[config.mk]
export PLATFORM = sky130hd
export DESIGN_NAME = nqa_handler
export DESIGN_NICKNAME = d
export VERILOG_FILES = /design/src/include/nqa_pkg.sv /design/src/rtl/nqa_handler.sv
export SDC_FILE = /design/constraint.sdc
export NUM_CORES = 2
export LEC_CHECK = 0
export BUFFER_PORTS_ARGS = -buffer_cell sky130_fd_sc_hd__buf_2
export CORE_ASPECT_RATIO = 2
export CORE_MARGIN = 8
export CORE_UTILIZATION = 50
export CTS_CLUSTER_DIAMETER = 200
export DETAILED_ROUTE_END_ITERATION = 10
export PLACE_DENSITY = 0.77
export SLEW_MARGIN = 20
export SYNTH_ARGS = -nofsm -noshare
export SYNTH_HDL_FRONTEND = slang
export SYNTH_SLANG_ARGS = --single-unit
[constraint.sdc]
create_clock -name clk_sys_i -period 3.28 [get_ports clk_sys_i]
set_clock_uncertainty 0.05 [all_clocks]
set_input_delay 0.656 -clock clk_sys_i [delete_from_list [all_inputs] [get_ports clk_sys_i]]
set_output_delay 0.656 -clock clk_sys_i [all_outputs]
set_load 0.02 [all_outputs]
[src/include/nqa_pkg.sv]
// nqa_pkg: codes, field values, timing and message carriers for the node query / alert handler
// assumes messages arrive already parsed into fields and leave as fields for a framer
package nqa_pkg;
  // ==========================================================
  // message codes
  localparam logic [7:0]  NQA_CODE_QUERY    = 8'h00;
  localparam logic [7:0]  NQA_CODE_REPLY    = 8'h01;
  localparam logic [7:0]  NQA_CODE_ALERT    = 8'h05;
  localparam logic [7:0]  NQA_CODE_RESPONSE = 8'h0E;
  localparam logic [7:0]  NQA_RC_OK         = 8'h00;
  // ==========================================================
  // transport versions
  localparam logic [7:0]  NQA_VER_PRE       = 8'h00;
  localparam logic [7:0]  NQA_VER_STD1      = 8'h02;
  localparam logic [7:0]  NQA_VER_CUR       = 8'h10;
  // ==========================================================
  // upper level protocol codes
  localparam logic [7:0]  NQA_ULP_QUERY     = 8'h00;
  localparam logic [7:0]  NQA_ULP_NONE      = 8'h01;
  localparam logic [7:0]  NQA_ULP_VENDOR    = 8'h02;
  localparam logic [7:0]  NQA_ULP_P80       = 8'h80;
  localparam logic [7:0]  NQA_ULP_P82       = 8'h82;
  localparam logic [7:0]  NQA_ULP_P83       = 8'h83;
  // ==========================================================
  // alert codes that steer the handler
  localparam logic [23:0] NQA_ALERT_ERP_EXIT = 24'h000001;
  localparam logic [23:0] NQA_ALERT_NORMAL   = 24'h000002;
  localparam logic [7:0]  NQA_PATH_PAD       = 8'h00;
  // ==========================================================
  // timing
  localparam longint      NQA_MA_TIME_S     = 10;
  localparam longint      NQA_CLK_HZ        = 25000000;
  localparam int          NQA_MA_CYCLES     = int'(NQA_MA_TIME_S * NQA_CLK_HZ);
  localparam logic [7:0]  NQA_RST_PORT      = 8'h00;
  // ==========================================================
  // carriers
  typedef struct packed {
    logic [7:0]  code;
    logic [7:0]  rx_port;
    logic [7:0]  port;
    logic [15:0] tag;
    logic [31:0] ret_path;
    logic [63:0] node_id;
    logic [7:0]  version;
    logic        registration_disable;
    logic        master_alive_flag;
    logic [23:0] alert_code;
    logic [7:0]  control;
    logic [15:0] channel;
    logic [15:0] frame_data;
  } nqa_rx_s;

  typedef struct packed {
    logic [7:0]  code;
    logic [7:0]  tx_port;
    logic [31:0] addr_path;
    logic [2:0]  addr_len;
    logic [7:0]  port;
    logic [15:0] tag;
    logic [7:0]  ret_code;
    logic [7:0]  ulp;
    logic [2:0]  master_priority;
    logic [7:0]  other_ports;
    logic [7:0]  version;
    logic [63:0] node_identifier;
    logic [31:0] reply_path_identifier;
    logic        port1_operational;
    logic        port2_operational;
    logic        long_distance;
    logic        table_full_flag;
  } nqa_tx_s;
endpackage

[src/rtl/nqa_handler.sv]
// nqa_handler: takes node queries and forwarded alerts, keeps the configuring-node table, builds replies
// assumes parsed messages from a same-clock receiver and a same-clock framer draining tx
// How it works
// - master forwards alerts to other configuring nodes
// - link recovery exit alert: quiesce before responding
// - alert other than normal-mode invalidates affected nodes' configuration entries
// - normal-mode alert answered without waiting
// - response echoes the alert's tag
// - alert fields copied unchanged, two frame bytes; the response here carries none of them
// - response with same tag carries return code
// - node query code 00h, version 10h
// - reply highest supported version not above query
// - query return path stored, addresses reply
// - registration disable clear records path and identifier
// - master alive flag restarts ten second timer
// - reply 01h on receiving port, echoes tag
// - reply protocol byte holds an allowed code
// - table full flag when no free entry and no matching entry
// - master priority three bits, default four
// - other ports count is ports minus one
// - reply carries self generated path identifier
// - port operational bits; switches clear both
// - long bit when any port extended distance
// - reply address path from query, padding dropped
module nqa_handler
  import nqa_pkg::*;
#(
  parameter int          ENTRIES     = 4,
  parameter logic [2:0]  MASTER_PRI  = 3'd4,
  parameter logic [7:0]  OTHER_PORTS = 8'd1,
  parameter int          MA_CYCLES   = NQA_MA_CYCLES
) (
  // clock and reset
  input  wire logic        clk_sys_i,
  input  wire logic        rst_b_i,
  // received messages
  input  wire logic        rx_valid_i,
  output logic             rx_ready_o,
  input  wire nqa_rx_s     rx_msg_i,
  // transmitted messages
  output logic             tx_valid_o,
  input  wire logic        tx_ready_i,
  output nqa_tx_s          tx_msg_o,
  // node status
  input  wire logic [7:0]  ulp_code_i,
  input  wire logic [63:0] node_identifier_i,
  input  wire logic        port1_operational_i,
  input  wire logic        port2_operational_i,
  input  wire logic        long_distance_i,
  // i/o quiesce and configuration table
  output logic             quiesce_req_o,
  output logic [7:0]       quiesce_port_o,
  input  wire logic        quiesce_done_i,
  output logic             invalidate_o,
  output logic [63:0]      invalidate_node_o,
  // master alive timer
  output logic             master_alive_expired_o
);
  localparam int IW = (ENTRIES > 1) ? $clog2(ENTRIES) : 1;

  // ==========================================================
  // parameter checks
  if (ENTRIES < 1) begin : g_chk_entries
    $error("ENTRIES must be at least one");
  end
  if (OTHER_PORTS > 8'd1 && OTHER_PORTS[0] == 1'b0) begin : g_chk_ports
    $error("OTHER_PORTS must be 0, 1 or odd");
  end
  if (MA_CYCLES < 1 || MA_CYCLES > 32'h0FFF_FFFF) begin : g_chk_ma
    $error("MA_CYCLES out of range");
  end

  // ==========================================================
  // helpers
  function automatic logic nqa_ulp_ok(input logic [7:0] c);
    return c == NQA_ULP_QUERY || c == NQA_ULP_NONE || c == NQA_ULP_VENDOR ||
           c == NQA_ULP_P80 || c == NQA_ULP_P82 || c == NQA_ULP_P83;
  endfunction

  function automatic logic [7:0] nqa_pick_ver(input logic [7:0] q);
    if (q >= NQA_VER_CUR) return NQA_VER_CUR;
    else if (q >= NQA_VER_STD1) return NQA_VER_STD1;
    else return NQA_VER_PRE;
  endfunction

  function automatic logic [2:0] nqa_path_len(input logic [31:0] p);
    logic [2:0] n;
    n = 3'd4;
    for (int b = 0; b < 4; b++) begin
      if (p[b*8 +: 8] == NQA_PATH_PAD) n = 3'(3 - b);
    end
    return n;
  endfunction

  // ==========================================================
  // state
  typedef enum logic [2:0] {
    ST_IDLE    = 3'b001,
    ST_QUIESCE = 3'b010,
    ST_SEND    = 3'b100
  } nqa_state_e;

  nqa_state_e           state_r,   state_nxt;
  nqa_rx_s              msg_r,     msg_nxt;
  nqa_tx_s              tx_r,      tx_nxt;
  logic [ENTRIES-1:0]   tbl_vld_r, tbl_vld_nxt;
  logic [63:0]          tbl_id_r   [ENTRIES];
  logic [63:0]          tbl_id_nxt [ENTRIES];
  logic [31:0]          tbl_path_r   [ENTRIES];
  logic [31:0]          tbl_path_nxt [ENTRIES];
  logic [31:0]          pid_r,     pid_nxt;
  logic                 inval_r,   inval_nxt;
  logic [27:0]          ma_cnt_r,  ma_cnt_nxt;
  logic                 acc;
  logic                 hit;
  logic                 has_free;
  logic [IW-1:0]        free_idx;

  assign rx_ready_o = (state_r == ST_IDLE);
  assign acc        = rx_valid_i && rx_ready_o;

  // ==========================================================
  // table lookup
  always_comb begin
    hit      = 1'b0;
    has_free = 1'b0;
    free_idx = '0;
    for (int i = ENTRIES - 1; i >= 0; i--) begin
      if (!tbl_vld_r[i]) begin
        has_free = 1'b1;
        free_idx = IW'(i);
      end else if (tbl_id_r[i] == rx_msg_i.node_id && tbl_path_r[i] == rx_msg_i.ret_path) begin
        hit = 1'b1;
      end
    end
  end

  // ==========================================================
  // message handling
  always_comb begin
    state_nxt    = state_r;
    msg_nxt      = msg_r;
    tx_nxt       = tx_r;
    tbl_vld_nxt  = tbl_vld_r;
    tbl_id_nxt   = tbl_id_r;
    tbl_path_nxt = tbl_path_r;
    pid_nxt      = pid_r;
    inval_nxt    = 1'b0;
    unique case (state_r)
      ST_IDLE: begin
        if (acc && rx_msg_i.code == NQA_CODE_QUERY) begin
          msg_nxt = rx_msg_i;
          tx_nxt  = '0;
          if (!rx_msg_i.registration_disable && !hit && has_free) begin
            tbl_vld_nxt[free_idx]  = 1'b1;
            tbl_id_nxt[free_idx]   = rx_msg_i.node_id;
            tbl_path_nxt[free_idx] = rx_msg_i.ret_path;
          end
          tx_nxt.table_full_flag       = !hit && !has_free;
          tx_nxt.code                  = NQA_CODE_REPLY;
          tx_nxt.tx_port               = rx_msg_i.rx_port;
          tx_nxt.port                  = rx_msg_i.rx_port;
          tx_nxt.tag                   = rx_msg_i.tag;
          tx_nxt.addr_path             = rx_msg_i.ret_path;
          tx_nxt.addr_len              = nqa_path_len(rx_msg_i.ret_path);
          tx_nxt.ulp                   = nqa_ulp_ok(ulp_code_i) ? ulp_code_i : NQA_ULP_QUERY;
          tx_nxt.master_priority       = MASTER_PRI;
          tx_nxt.other_ports           = OTHER_PORTS;
          tx_nxt.version               = nqa_pick_ver(rx_msg_i.version);
          tx_nxt.node_identifier       = node_identifier_i;
          tx_nxt.reply_path_identifier = pid_r;
          pid_nxt                      = pid_r + 32'h0000_0001;
          tx_nxt.port1_operational     = (OTHER_PORTS <= 8'd1) && port1_operational_i;
          tx_nxt.port2_operational     = (OTHER_PORTS <= 8'd1) && port2_operational_i;
          tx_nxt.long_distance         = long_distance_i;
          state_nxt = ST_SEND;
        end else if (acc && rx_msg_i.code == NQA_CODE_ALERT) begin
          msg_nxt   = rx_msg_i;
          inval_nxt = (rx_msg_i.alert_code != NQA_ALERT_NORMAL);
          tx_nxt          = '0;
          tx_nxt.code     = NQA_CODE_RESPONSE;
          tx_nxt.tx_port  = rx_msg_i.rx_port;
          tx_nxt.port     = rx_msg_i.rx_port;
          tx_nxt.tag      = rx_msg_i.tag;
          tx_nxt.ret_code = NQA_RC_OK;
          tx_nxt.addr_path = rx_msg_i.ret_path;
          tx_nxt.addr_len  = nqa_path_len(rx_msg_i.ret_path);
          if (rx_msg_i.alert_code == NQA_ALERT_ERP_EXIT) begin
            state_nxt = ST_QUIESCE;
          end else begin
            state_nxt = ST_SEND;
          end
        end
      end
      ST_QUIESCE: begin
        if (quiesce_done_i) begin
          state_nxt = ST_SEND;
        end
      end
      ST_SEND: begin
        if (tx_ready_i) begin
          state_nxt = ST_IDLE;
        end
      end
      default: state_nxt = ST_IDLE;
    endcase
  end

  always_ff @(posedge clk_sys_i or negedge rst_b_i) begin
    if (!rst_b_i) begin
      state_r   <= ST_IDLE;
      msg_r     <= '0;
      tx_r      <= '0;
      tbl_vld_r <= '0;
      pid_r     <= '0;
      inval_r   <= 1'b0;
      for (int i = 0; i < ENTRIES; i++) begin
        tbl_id_r[i]   <= '0;
        tbl_path_r[i] <= '0;
      end
    end else begin
      state_r   <= state_nxt;
      msg_r     <= msg_nxt;
      tx_r      <= tx_nxt;
      tbl_vld_r <= tbl_vld_nxt;
      pid_r     <= pid_nxt;
      inval_r   <= inval_nxt;
      for (int i = 0; i < ENTRIES; i++) begin
        tbl_id_r[i]   <= tbl_id_nxt[i];
        tbl_path_r[i] <= tbl_path_nxt[i];
      end
    end
  end

  // ==========================================================
  // master alive timer
  always_comb begin
    ma_cnt_nxt = ma_cnt_r;
    if (acc && rx_msg_i.code == NQA_CODE_QUERY && rx_msg_i.master_alive_flag) begin
      ma_cnt_nxt = 28'(MA_CYCLES);
    end else if (ma_cnt_r != 28'h0) begin
      ma_cnt_nxt = ma_cnt_r - 28'h1;
    end
  end

  always_ff @(posedge clk_sys_i or negedge rst_b_i) begin
    if (!rst_b_i) begin
      ma_cnt_r <= 28'(MA_CYCLES);
    end else begin
      ma_cnt_r <= ma_cnt_nxt;
    end
  end

  // ==========================================================
  // outputs
  assign tx_valid_o             = (state_r == ST_SEND);
  assign tx_msg_o               = tx_r;
  assign quiesce_req_o          = (state_r == ST_QUIESCE);
  assign quiesce_port_o         = msg_r.port;
  assign invalidate_o           = inval_r;
  assign invalidate_node_o      = msg_r.node_id;
  assign master_alive_expired_o = (ma_cnt_r == 28'h0);
endmodule // nqa_handler

==> impl_results.md <==
* Core Util, Final at 62.51%
* Critical Path Sink Type: output port
* TritonCTS clock tree: yes
* Critical path type: reg -> out
* Fin area at 39550 sq um
* Synthesized area per cell at 11.66 sq um
* Post-layout net count at 3738
* Clock Sinks at 695
* Max-slew violations at 0
* Synth Register Bits at 695
* Vias at 24520
* Die Y at 372.5 um
* Commonest non-fill, non-tap cells in the layout: 681 x dfrtp_1, 506 x buf_2, 343 x nand2_1
* Type of origin of the critical path: flop
* Arrival @ worst endpoint at 2.59 ns
* Mapped cell area at 31770 sq um
* FF-to-FF setup slack at 0.01 ns
* Area share of the largest cell type after synthesis at 53.63%
* Outcome: complete, but fails checks
* Total track usage at 29.18%
* Total die area at 72360 sq um
* Core area at 63270 sq um
* Drt initial violations at 1818
* Routing usage on met1 at 35.34%
* Minimum clock period at 3.297 ns
* Max transition margin at 32.64%
* Layout cells sized above 1 at 37.24%
* WL final at 109.4 mm
* First-pass GRT wire length at 159.3 mm
* Post-DP Area at 37150 sq um
* Final WS setup at -0.01740 ns
* Crit Path Max Fanout at 5
* Slew at the pin closest to its max-slew limit at 1.008 ns
* Drt wl/cell at 25.45 um
* Grt ovf at 0
* Static Leak at 20.97 nW
* RD Place Congestion at 0.9881
* Share of synthesized registers carrying an async set or reset at 100.0%
* CTS max path bufs at 3
* Ys flop type: dfrtp_1
* Period utilisation layout at 100.5%
* Drt drc at 0
* Yosys Warn Count at 0
* Netlist cell types at 62
* Seq/Total Area, Yosys at 54.79%
* Initial core utilization at 50.22%
* Via density at 5.701
* Setup Viol. Count Final at 1
* Root buffer cell: clkbuf_16
* IO Pins at 577
* Fin. Hold Viols at 0
* Drt pass-1 iters at 7
* Most Crowded Layer GR: met2
* Core Rows at 131
* Setup WS pre-CTS at -0.5265 ns
* Num CTS Buffers at 61
* Initial antenna violation count at 13
* Commonest non-fill, non-tap cell in the layout: dfrtp_1
* Req. time, crit path at 2.57 ns
* Total power at 18.78 mW
* Failing checks: setup timing
* Area growth syn-to-layout at 24.47%
* Pwr dens at 474.8 nW/um^2
* FMAX at 303.3 MHz
* Vias in the first global route at 25096
* Port Buffers at 508
* GR met3 Demand/Resource at 5.725%
* RSZ-0062 raised after global routing: yes
* Clock-pin slew on the worst setup and hold paths at 0.06 ns
* Cells after synthesis at 2726
* GR Util met2 at 48.69%
* Post-synth EDFFs at 0
* Dpl hpwl at 83.29 mm
* CTS H-Tree Depth at 2
* Top post-synthesis cells by area: dfrtp_1 54%, mux2_2 11%, xnor2_1 5.1%
* Antenna Nets Post-Route at 0
* Maxcap violations at 0
* Die W at 194.3 um
* HP Class: in -> reg
* Worst-Skew Late Latency at 0.64 ns
* Largest net degree at the start of global routing at 104
* Area leader, netlist: dfrtp_1
* Peak VDD IR at 486.6 uV
## layout make-up
cell class,instances,area (sq um)
Sequential cell,695,17410
Multi-Input combinational cell,1711,12780
Antenna cell,9,22.52
Clock inverter,29,334.1
Clock buffer,82,1717
Tap cell,798,998.5
Inverter,124,466.7
Fill cell,4964,23720
Timing Repair Buffer,853,5821
## Yosys cell counts (all sizes together), types with 2 or more instances
cell and n:
a22o 104, o31ai 2, inv 123, xnor2 186, or3b 2, clkbuf 50
nand4 58, or3 9, nand3b 2, o22ai 61, buf 172, a221oi 2
ha 2, and4 2, a21oi 11, nor3b 4, nor3 23, nor2 40
dfstp 14, xor2 103, nor4 68, a2111oi 7, o21bai 4, nand3 21
o41ai 2, o21ai 58, nor2b 28, and3 14, a211oi 2, mux2 338
mux2i 47, o2111ai 26, and2 5, nand2 347, nand2b 80, o221ai 3
a2111o 7, dfrtp 681, or4 9
## logic make-up after synthesis
logic type                 after synthesis  synth area share, %
and+or+nand+nor                        714                11.12
DFF                                    695                54.79
muxes                                  385                13.46
buffers and inverters                  346                5.663
AOI/OAI and AO/OA                      294                6.911
xor gates and xnor gates               289                7.966
adders and majority gates                2              0.07875
other                                    1              0.01180
## flip-flops by register name (all words and copies together), names as in the netlist
name	flops
tbl_vld_r	4
ma_cnt_r	28
pid_r	32
invalidate_o	1
invalidate_node_o	64
tx_msg_o	171
quiesce_port_o	8
state_r	3
tbl_path_r	128
tbl_id_r	256
## critical path: stages (launching register included)
cell and delay [ns]:
dfrtp_1 0.40, or4_4 0.54, or4_4 0.46, nor4_4 0.21
nand3_2 0.14, clkinv_2 0.10, buf_6 0.12
## final timing paths
| kind | cells past startpoint | endpoint | from |
|---|---|---|---|
| max | 6 | master_alive_expired_o | ma_cnt_r[11]$_DFFE_PN0P_ |
| min in group asynchronous | 2 | tbl_path_r[33]$_DFFE_PN0P_ | rst_b_i |
| min | 3 | tx_msg_o[139]$_DFFE_PN0P_ | rx_msg_i[174] |
| max in group asynchronous | 4 | tx_msg_o[167]$_DFFE_PN0P_ | rst_b_i |
| max reg2reg | 10 | tbl_id_r[204]$_DFFE_PN0P_ | tbl_id_r[34]$_DFFE_PN0P_ |
| min reg2reg | 2 | invalidate_node_o[13]$_DFFE_PN0P_ | invalidate_node_o[13]$_DFFE_PN0P_ |
## through the flow
stage	hold slack [ns]	TNS (ns)	std cells
3_5_place_dp	0.4004	-147.47	4167
4_1_cts	0.1445	-0.06692	4280
6_report	0.1741	-0.01740	4301
5_1_grt	0.1710	-0.1092	4293
2_1_floorplan	0.3104	0	2752
3_3_place_gp	0.3955	-153.19	4167
## power breakdown
| part | switching, mW | internal, mW |
|---|---|---|
| Combinational | 1.40 | 0.842 |
| Clock | 3.33 | 4.15 |
| Sequential | 0.190 | 8.86 |
| Total | 4.92 | 13.9 |
## per-layer routing
metal  wire length, um  part of all wire (%)
met5                39                 0.036
met3              8735                   8.0
met1             41410                    38
met2             52150                    48
met4              7114                   6.5
## timing repair
action	4_1_cts	5_1_grt
buffers inserted	1	7
pin swaps	1	10
hold endpoints to repair	16	0
hold buffers	1	0
gates cloned	0	5
setup endpoints to repair	41	318
resized for setup	12	10
Note: power is estimated with default switching activity, not from simulation.
